**config.mk**
```make
export PLATFORM = sky130hd
export DESIGN_NAME = prt_host
export DESIGN_NICKNAME = d
export VERILOG_FILES = /design/src/design/prt_pkg.sv /design/src/design/prt_host.sv
export SDC_FILE = /design/constraint.sdc
export NUM_CORES = 2
export LEC_CHECK = 0
export ABC_CLOCK_PERIOD_IN_PS = 9300
export BUFFER_PORTS_ARGS = -buffer_cell sky130_fd_sc_hd__buf_2
export CAP_MARGIN = 40
export CORE_MARGIN = 3
export CORE_UTILIZATION = 43
export CTS_BUF_LIST = sky130_fd_sc_hd__clkbuf_2
export CTS_CLUSTER_SIZE = 24
export DETAILED_ROUTE_END_ITERATION = 10
export GPL_TIMING_DRIVEN = 0
export PLACE_DENSITY = 0.69
export RECOVER_POWER = 100
export SYNTH_ARGS = -nofsm -noshare
export SYNTH_HDL_FRONTEND = slang
export SYNTH_SLANG_ARGS = --single-unit
export TNS_END_PERCENT = 100
```
**constraint.sdc**
```tcl
create_clock -name core_clk -period 9.3 [get_ports core_clk]
set_input_delay 1.86 -clock core_clk [delete_from_list [all_inputs] [get_ports core_clk]]
set_output_delay 1.86 -clock core_clk [all_outputs]
set_load 0.02 [all_outputs]
```
**src/design/prt_pkg.sv**
```systemverilog
// Contract
// - Exactly 800 active pixels per line
// - Pixel clock between 29 and 38 MHz
// - Line lasts 1056 clocks, 1026 to 1086
// - Horizontal sync pulse lasts 30 clocks
// - Sync start to first pixel: 46 clocks
// - Last pixel to sync: 210, 180 to 240
// - Exactly 480 active lines per frame
// - Vertical sync pulse lasts 13 lines
// - Vertical sync start to first line: 23 lines
// - Last line to vertical sync: 22, 12 to 32
// - Panel reset held low at least 1 ms
`default_nettype none

package prt_pkg;

  localparam int CORE_CLK_HZ     = 100_000_000;
  localparam int PIX_CLK_MIN_KHZ = 29_000;
  localparam int PIX_CLK_MAX_KHZ = 38_000;
  localparam int PIX_CLK_DIV     = 3;

  localparam int H_ACTIVE        = 800;
  localparam int H_SYNC          = 30;
  localparam int H_BLANK         = 46;
  localparam int H_FRONT         = 210;
  localparam int H_FRONT_MIN     = 180;
  localparam int H_FRONT_MAX     = 240;
  localparam int H_TOTAL_MIN     = 1026;
  localparam int H_TOTAL_MAX     = 1086;

  localparam int V_ACTIVE        = 480;
  localparam int V_SYNC          = 13;
  localparam int V_BLANK         = 23;
  localparam int V_FRONT         = 22;
  localparam int V_FRONT_MIN     = 12;
  localparam int V_FRONT_MAX     = 32;
  localparam int V_TOTAL_MIN     = 515;
  localparam int V_TOTAL_MAX     = 535;

  localparam int PANEL_RESET_MS  = 1;
  localparam int PANEL_RESET_CYC = (PANEL_RESET_MS * (CORE_CLK_HZ / 1000));

  localparam int PIX_W           = 24;
  localparam int FIFO_DEPTH      = 32;

endpackage : prt_pkg

`default_nettype wire

```
**src/design/prt_host.sv**
```systemverilog
`default_nettype none

module prt_fifo #(
  parameter int W     = prt_pkg::PIX_W,
  parameter int DEPTH = prt_pkg::FIFO_DEPTH
) (
  input  wire logic         core_clk,   // Core clock
  input  wire logic         rst_n,      // Synchronous reset, active low
  input  wire logic [W-1:0] in_data,    // Word to store
  input  wire logic         in_valid,   // Word offered
  output var  logic         in_ready,   // Room for a word
  output var  logic [W-1:0] out_data,   // Oldest word
  output var  logic         out_valid,  // Oldest word present
  input  wire logic         out_ready   // Oldest word taken
);

  localparam int AW = $clog2(DEPTH);

  // Pointers wrap by overflow, so the depth must be a power of two
  if ((DEPTH < 2) || ((1 << AW) != DEPTH) || (W < 1)) begin : g_bad_cfg
    $error("prt_fifo: depth must be a power of two of at least 2");
  end

  typedef struct packed {
    logic [DEPTH-1:0][W-1:0] mem;
    logic [AW-1:0]           wp;
    logic [AW-1:0]           rp;
    logic [AW:0]             cnt;
    logic                    rdy;
    logic                    vld;
  } prt_fifo_st_t;

  prt_fifo_st_t q;
  prt_fifo_st_t d;

  logic push;
  logic pop;

  assign push      = in_valid && q.rdy;
  assign pop       = out_ready && q.vld;
  assign in_ready  = q.rdy;
  assign out_valid = q.vld;
  assign out_data  = q.mem[q.rp];

  always_comb begin
    d = q;
    if (push) begin
      d.mem[q.wp] = in_data;
      d.wp        = q.wp + 1'b1;
    end
    if (pop) begin
      d.rp = q.rp + 1'b1;
    end
    case ({push, pop})
      2'b10:   d.cnt = q.cnt + 1'b1;
      2'b01:   d.cnt = q.cnt - 1'b1;
      default: d.cnt = q.cnt;
    endcase
    // Flags come from the next count so ready and valid are never stale
    d.rdy = (d.cnt != (AW + 1)'(DEPTH));
    d.vld = (d.cnt != '0);
  end

  always_ff @(posedge core_clk) begin
    if (!rst_n) begin
      q     <= '0;
      q.rdy <= 1'b1;
    end else begin
      q <= d;
    end
  end

endmodule : prt_fifo

// One raster axis: a position that wraps at the period and the windows
// decoded from it. Horizontal steps once per pixel, vertical once per line.
module prt_axis #(
  parameter int SYNC   = prt_pkg::H_SYNC,
  parameter int BLANK  = prt_pkg::H_BLANK,
  parameter int ACTIVE = prt_pkg::H_ACTIVE,
  parameter int FRONT  = prt_pkg::H_FRONT,
  parameter int PW     = $clog2(BLANK + ACTIVE + FRONT)
) (
  input  wire logic          core_clk,   // Core clock
  input  wire logic          rst_n,      // Synchronous reset, active low
  input  wire logic          step,       // Advance one position
  output var  logic [PW-1:0] pos,        // Current position
  output var  logic          at_end,     // Last position of the period
  output var  logic          in_sync,    // Position inside the sync pulse
  output var  logic          in_active   // Position inside the active area
);

  localparam int TOTAL = BLANK + ACTIVE + FRONT;

  if ((SYNC < 1) || (SYNC >= BLANK) || (ACTIVE < 1) || (FRONT < 1)) begin : g_bad_axis
    $error("prt_axis: sync must sit inside blanking and each span must be non-empty");
  end
  if (PW < $clog2(TOTAL)) begin : g_bad_pw
    $error("prt_axis: position width too small for the period");
  end

  typedef struct packed {
    logic [PW-1:0] pos;
  } prt_axis_st_t;

  prt_axis_st_t q;
  prt_axis_st_t d;

  assign pos       = q.pos;
  assign at_end    = (q.pos == PW'(TOTAL - 1));
  assign in_sync   = (q.pos < PW'(SYNC));
  assign in_active = (q.pos >= PW'(BLANK)) && (q.pos < PW'(BLANK + ACTIVE));

  always_comb begin
    d = q;
    if (step) begin
      if (at_end) begin
        d.pos = '0;
      end else begin
        d.pos = q.pos + 1'b1;
      end
    end
  end

  always_ff @(posedge core_clk) begin
    if (!rst_n) begin
      q <= '0;
    end else begin
      q <= d;
    end
  end

endmodule : prt_axis

module prt_host #(
  parameter int PIX_DIV         = prt_pkg::PIX_CLK_DIV,
  parameter int H_ACTIVE        = prt_pkg::H_ACTIVE,
  parameter int H_SYNC          = prt_pkg::H_SYNC,
  parameter int H_BLANK         = prt_pkg::H_BLANK,
  parameter int H_FRONT         = prt_pkg::H_FRONT,
  parameter int V_ACTIVE        = prt_pkg::V_ACTIVE,
  parameter int V_SYNC          = prt_pkg::V_SYNC,
  parameter int V_BLANK         = prt_pkg::V_BLANK,
  parameter int V_FRONT         = prt_pkg::V_FRONT,
  parameter int RESET_CYCLES    = prt_pkg::PANEL_RESET_CYC,
  parameter bit HSYNC_ACT_HIGH  = 1'b0,
  parameter bit VSYNC_ACT_HIGH  = 1'b0,
  parameter int FIFO_DEPTH      = prt_pkg::FIFO_DEPTH
) (
  input  wire logic                     core_clk,         // Core clock, 100 MHz
  input  wire logic                     rst_n,            // Synchronous reset, active low
  input  wire logic [prt_pkg::PIX_W-1:0] pix_data,        // Pixel word, red 23:16, green 15:8, blue 7:0
  input  wire logic                     pix_valid,        // Pixel word offered
  output var  logic                     pix_ready,        // Pixel word accepted when valid
  output var  logic                     pixel_clock,      // Panel pixel clock
  output var  logic                     horizontal_sync,  // Panel line sync
  output var  logic                     vertical_sync,    // Panel frame sync
  output var  logic                     data_enable,      // Panel active pixel marker
  output var  logic [prt_pkg::PIX_W-1:0] rgb_data,        // Panel colour data
  output var  logic                     panel_reset_n,    // Panel system reset, active low
  output var  logic                     frame_start,      // One core cycle at each frame start
  output var  logic                     underrun          // Sticky: active pixel found no data
);

  localparam int H_TOTAL = H_BLANK + H_ACTIVE + H_FRONT;
  localparam int V_TOTAL = V_BLANK + V_ACTIVE + V_FRONT;
  localparam int PIX_KHZ = (prt_pkg::CORE_CLK_HZ / 1000) / PIX_DIV;
  localparam int DW      = $clog2(PIX_DIV);
  localparam int HW      = $clog2(H_TOTAL);
  localparam int VW      = $clog2(V_TOTAL);
  localparam int RW      = $clog2(RESET_CYCLES + 1);

  // Refuse pixel rates, periods and front porches the panel cannot take
  if (PIX_DIV < 2) begin : g_bad_div
    $error("prt_host: pixel clock divider must be at least 2");
  end
  if ((PIX_KHZ < prt_pkg::PIX_CLK_MIN_KHZ) || (PIX_KHZ > prt_pkg::PIX_CLK_MAX_KHZ)) begin : g_bad_rate
    $error("prt_host: pixel clock rate out of range");
  end
  if ((H_TOTAL < prt_pkg::H_TOTAL_MIN) || (H_TOTAL > prt_pkg::H_TOTAL_MAX)) begin : g_bad_htotal
    $error("prt_host: line period out of range");
  end
  if ((H_FRONT < prt_pkg::H_FRONT_MIN) || (H_FRONT > prt_pkg::H_FRONT_MAX)) begin : g_bad_hfront
    $error("prt_host: line front porch out of range");
  end
  if ((H_SYNC < 1) || (H_SYNC >= H_BLANK)) begin : g_bad_hsync
    $error("prt_host: line sync must be shorter than line blanking");
  end
  if ((V_TOTAL < prt_pkg::V_TOTAL_MIN) || (V_TOTAL > prt_pkg::V_TOTAL_MAX)) begin : g_bad_vtotal
    $error("prt_host: frame period out of range");
  end
  if ((V_FRONT < prt_pkg::V_FRONT_MIN) || (V_FRONT > prt_pkg::V_FRONT_MAX)) begin : g_bad_vfront
    $error("prt_host: frame front porch out of range");
  end
  if ((V_SYNC < 1) || (V_SYNC >= V_BLANK)) begin : g_bad_vsync
    $error("prt_host: frame sync must be shorter than frame blanking");
  end
  if (RESET_CYCLES < 1) begin : g_bad_rst
    $error("prt_host: panel reset length must be at least one cycle");
  end

  localparam int CH_W = prt_pkg::PIX_W / 3;

  typedef enum logic [0:0] {
    PRT_WAIT = 1'b0,
    PRT_RUN  = 1'b1
  } prt_host_mode_t;

  typedef struct packed {
    logic [DW-1:0]             div;
    logic [RW-1:0]             rst_cnt;
    prt_host_mode_t            mode;
    logic                      pclk;
    logic                      hs;
    logic                      vs;
    logic                      de;
    logic [prt_pkg::PIX_W-1:0] rgb;
    logic                      prst_n;
    logic                      fstart;
    logic                      urun;
  } prt_host_st_t;

  prt_host_st_t q;
  prt_host_st_t d;

  logic [prt_pkg::PIX_W-1:0] fifo_data;
  logic                      fifo_valid;
  logic                      fifo_pop;
  logic                      adv;
  logic [HW-1:0]             hpos;
  logic [VW-1:0]             vpos;
  logic                      h_end;
  logic                      h_sync;
  logic                      v_sync;
  logic                      v_step;
  logic                      h_act;
  logic                      v_act;
  logic                      act;
  logic [prt_pkg::PIX_W-1:0] pix_out;

  prt_fifo #(
    .W     (prt_pkg::PIX_W),
    .DEPTH (FIFO_DEPTH)
  ) u_fifo (
    .core_clk  (core_clk),
    .rst_n     (rst_n),
    .in_data   (pix_data),
    .in_valid  (pix_valid),
    .in_ready  (pix_ready),
    .out_data  (fifo_data),
    .out_valid (fifo_valid),
    .out_ready (fifo_pop)
  );

  prt_axis #(
    .SYNC   (H_SYNC),
    .BLANK  (H_BLANK),
    .ACTIVE (H_ACTIVE),
    .FRONT  (H_FRONT),
    .PW     (HW)
  ) u_hpos (
    .core_clk  (core_clk),
    .rst_n     (rst_n),
    .step      (adv),
    .pos       (hpos),
    .at_end    (h_end),
    .in_sync   (h_sync),
    .in_active (h_act)
  );

  prt_axis #(
    .SYNC   (V_SYNC),
    .BLANK  (V_BLANK),
    .ACTIVE (V_ACTIVE),
    .FRONT  (V_FRONT),
    .PW     (VW)
  ) u_vpos (
    .core_clk  (core_clk),
    .rst_n     (rst_n),
    .step      (v_step),
    .pos       (vpos),
    .at_end    (),
    .in_sync   (v_sync),
    .in_active (v_act)
  );

  // The panel samples on the rising pixel clock; outputs move one core
  // cycle after it, leaving the rest of the period as setup time.
  // Duty is one core cycle in the divide ratio, not a square wave.
  assign adv      = (q.mode == PRT_RUN) && (q.div == '0);
  assign v_step   = adv && h_end;
  assign act      = h_act && v_act;
  assign fifo_pop = adv && act;

  // Channels are gated one by one so blanking and underrun both send black
  for (genvar ch = 0; ch < 3; ch++) begin : g_chan
    assign pix_out[ch*CH_W +: CH_W] = (act && fifo_valid) ? fifo_data[ch*CH_W +: CH_W] : '0;
  end

  always_comb begin
    d        = q;
    d.fstart = 1'b0;
    // Divide the core clock down to the pixel clock
    if (q.div == DW'(PIX_DIV - 1)) begin
      d.div = '0;
    end else begin
      d.div = q.div + 1'b1;
    end
    d.pclk = (q.mode == PRT_RUN) && (d.div == '0);
    case (q.mode)
      PRT_WAIT: begin
        // Panel reset is held low for the full count before video starts
        d.prst_n = 1'b0;
        d.hs     = !HSYNC_ACT_HIGH;
        d.vs     = !VSYNC_ACT_HIGH;
        d.de     = 1'b0;
        d.rgb    = '0;
        if (q.rst_cnt == RW'(RESET_CYCLES - 1)) begin
          d.mode   = PRT_RUN;
          d.prst_n = 1'b1;
        end else begin
          d.rst_cnt = q.rst_cnt + 1'b1;
        end
      end
      PRT_RUN: begin
        if (adv) begin
          d.hs     = h_sync ~^ HSYNC_ACT_HIGH;
          d.vs     = v_sync ~^ VSYNC_ACT_HIGH;
          d.de     = act;
          d.rgb    = pix_out;
          d.urun   = q.urun || (act && !fifo_valid);
          d.fstart = (hpos == '0) && (vpos == '0);
        end
      end
      default: begin
        d.mode = PRT_WAIT;
      end
    endcase
  end

  always_ff @(posedge core_clk) begin
    if (!rst_n) begin
      q    <= '0;
      q.hs <= !HSYNC_ACT_HIGH;
      q.vs <= !VSYNC_ACT_HIGH;
    end else begin
      q <= d;
    end
  end

  assign pixel_clock     = q.pclk;
  assign horizontal_sync = q.hs;
  assign vertical_sync   = q.vs;
  assign data_enable     = q.de;
  assign rgb_data        = q.rgb;
  assign panel_reset_n   = q.prst_n;
  assign frame_start     = q.fstart;
  assign underrun        = q.urun;

endmodule : prt_host

`default_nettype wire

```
==> out/metrics.cfg <==
[synth]
synth_area_um2=36300
synth_largest_area_cell=dfxtp_1
synth_flop_cell=dfxtp_1
ys_seq_elements=858
ys_types=57
yosys.area.top_type_share_pct=47.3
synth_most_common_cell=nand2_1
synthCells=4329
synth_edf_count=0
synth.yosys.seq_area_share_pct=47.3
synth.top_cells.by_count=nand2_1, dfxtp_1, a21oi_1
yosys-top-cells-area=dfxtp_1, nand2_1, mux4_2
synth_fp_nets=4373
synthArstFlopShare_pct=0
postSynthAreaPerCell_um2=8.39
ys.warnings.count=0

[clock_tree]
tritoncts=yes
clkSinkCount=858
path_clk_slew_ns=0.11
cts_resized=0
clock-root-buffer=clkbuf_2
clock_latency_ns=1.50
htree_num_levels=4
holdBufCountCts=0
cts_buffer_depth=3
cts_setup_buffers=0
cts_buffers=206

[timing]
drv_slew=0
holdWs_ns=0.456
period_needed_ns=4.46
max_freq_mhz=224
rsz0062_at_grt=false
finalSetupViolCount=0
finalHoldViolCount=0
fin_crit_sh_pct=48.0
skew_ns=0.148
slew_headroom_pct=6.38
worst_pin_slew_ns=1.40
finalSetupTns_ns=0

[floorplanning]
io_pins=59
rows=105
die_h_um=297
die_area_um2=88000
initial_core_util_pct=43.8
coreArea_um2=82900
die_w_um=297

[routing]
drt-wirelength-per-cell_um=22.1
postRouteAntennaNets=0
first_pass_iters=7
routed_wl_um=131000
vias=33800
routed_via_density=5.70
drc_errors=0
drt_iter0_drc=4280

[pwr]
comb_power_share_pct=5.1
peakVddDrop_mv=0.105
p_sw_share_pct=28.6
intPower_uw=4700
clock_power_share_pct=38.6
p_leak_uw=0.0128
pwr-share-seq_pct=56.3
switchingPower_uw=1890
power.density_nw_per_um2=163

[worst_setup_path]
crit_required_ns=10.60
reg2reg_depth=13
cp-end-kind=register
critPathKind=register to register
start_kind=register
r2r-end=u_fifo.out_valid
worst-r2r-setup-slack_ns=4.84
worstReg2RegStart=q[31]
worstPathArrival_ns=5.76
critPathMaxFanout=10

[grt]
grt_first_pass_wirelength_um=194000
antenna_found_initial=4
overflow=0
grt_pass1_vias=31400
gr-usage-all-layers_pct=28.9
grt_max_degree=17

[flow_run]
max_cap_viol_count=0

[worst_hold_path]
whs_path_depth=2
hp-start=u_fifo.q[358]
worstHoldEndpoint=u_fifo.q[358]
holdCritPathClass=register to register

[finish]
area_delta_synth_final_pct=10.9
fin_nets=4679
drive_gt1_share_pct=13.0

[placed_design]
routabilityCongestion=1.14
place_hpwl_um=94600
port_buffers=57

[run_status]
status=completed

==> kinds of logic (layout without fill, tap and decap cells) <==
kind of cell | after synthesis | after routing | share of synthesized area, %
compound gates | 924 | 924 | 13.6
xor+xnor | 37 | 37 | 0.892
fa+ha+maj | 17 | 17 | 0.606
buf+inv | 425 | 890 | 4.73
flops | 858 | 858 | 47.3
mux | 228 | 228 | 12.9
other cells | 0 | 5 | 0
simple gates | 1840 | 1840 | 20.0
==> per-layer routing <==
layer | up-vias | GRT usage [%] | share of wire [%] | routed length, um
met5 | - | 0.866 | 0.083 | 109
met4 | 2 | 16.6 | 5.7 | 7500
met3 | 372 | 9.52 | 13 | 17500
met2 | 2100 | 41.4 | 42 | 55000
met1 | 16000 | 38.1 | 39 | 51100
li1 | 15300 | - | - | -
==> flip-flops by register name, indices dropped and copies added, names as in the netlist <==
name              cells
u_fifo.q            784
rgb_data             24
q                    20
u_hpos.pos           11
u_vpos.pos           10
data_enable           1
frame_start           1
horizontal_sync       1
panel_reset_n         1
pixel_clock           1
u_fifo.in_ready       1
u_fifo.out_valid      1
underrun              1
vertical_sync         1
==> power by group through the flow <==
| stage | Sequential [uW] | Clock [uW] | Combinational (uW) |
|---|---|---|---|
| global route | 3710 | 2740 | 346 |
| CTS | 3710 | 2550 | 320 |
| finish | 3710 | 2540 | 339 |
| floorplan | 3790 | 0 | 160 |
| detailed placement | 3790 | 0 | 319 |
| global placement | 3790 | 0 | 306 |
==> worst max-delay path by stage <==
stage                 from          endpoint  slack, ns  cells past startpoint
6_report             q[31]  u_fifo.out_valid       4.84                     13
5_1_grt              q[31]   u_fifo.in_ready       4.57                     13
4_1_cts        rgb_data[9]       rgb_data[9]       5.03                      2
3_5_place_dp     pix_valid   u_fifo.in_ready       4.82                     11
3_3_place_gp     pix_valid  u_fifo.out_valid       4.81                     11
2_1_floorplan    pix_valid  u_fifo.out_valid       5.31                     10
==> worst max-delay path, cell delays in order, from the launching register on <==
cell,delay [ns]
dfxtp_1,0.51
or3b_1,0.42
or3_1,0.34
or4_1,0.74
clkbuf_1,0.37
nor2_1,0.20
ha_1,0.37
inv_1,0.13
fa_1,0.42
nor2b_1,0.18
o21a_1,0.14
o211ai_1,0.11
nor3_1,0.32
o21bai_1,0.09
==> layout make-up <==
cell class                 count  area (um2)
tap                         1123        1410
clock buffer                 303        1520
sequential                   858       17200
inverter                      21        78.8
clock inverter                64         349
timing repair buffer          98         691
fill                        8050       42600
antenna                        5        12.5
multi-input combinational   3046       17400
buffer                       404        1630
==> layout by cell type (no fill, tap or decap), types with 6 or more instances in the layout <==
cell	Yosys	layout
buf_6	1	21
a22o_1	8	8
nor3b_1	6	6
clkinv_1	1	49
and3_1	9	9
ha_1	16	16
inv_1	20	20
nor2b_1	6	6
nand4_1	7	7
nor3_1	15	15
buf_4	26	27
nand2b_1	6	6
nor2_1	89	89
dfxtp_1	858	858
xnor2_1	31	31
nand2_1	1620	1620
buf_8	0	8
xor2_1	6	6
buf_1	11	7
a211oi_1	19	19
buf_2	16	44
clkbuf_1	350	388
a32o_1	16	16
mux2i_1	36	36
or4_1	6	7
or3_1	8	8
clkbuf_2	0	303
nand3_1	17	17
nor4b_1	6	6
nor4_1	19	19
o22ai_1	65	65
a21oi_1	782	782
o21ai_0	8	9
and2_1	7	6
mux4_2	192	192
==> per-stage QoR <==
step | total power [uW] | cell area [um2] | util, % | setup WS (ns) | cells
2_1_floorplan | 3950 | 36300 | - | 5.31 | 4329
3_3_place_gp | 4100 | 38000 | 45.9 | 4.81 | 5509
3_5_place_dp | 4110 | 38400 | 46.4 | 4.82 | 5544
4_1_cts | 6580 | 40300 | 48.6 | 5.03 | 5911
5_1_grt | 6800 | 40300 | 48.6 | 4.57 | 5920
6_report | 6590 | 40300 | 48.6 | 4.84 | 5922
No activity file was read; power rests on OpenSTA's default activity.
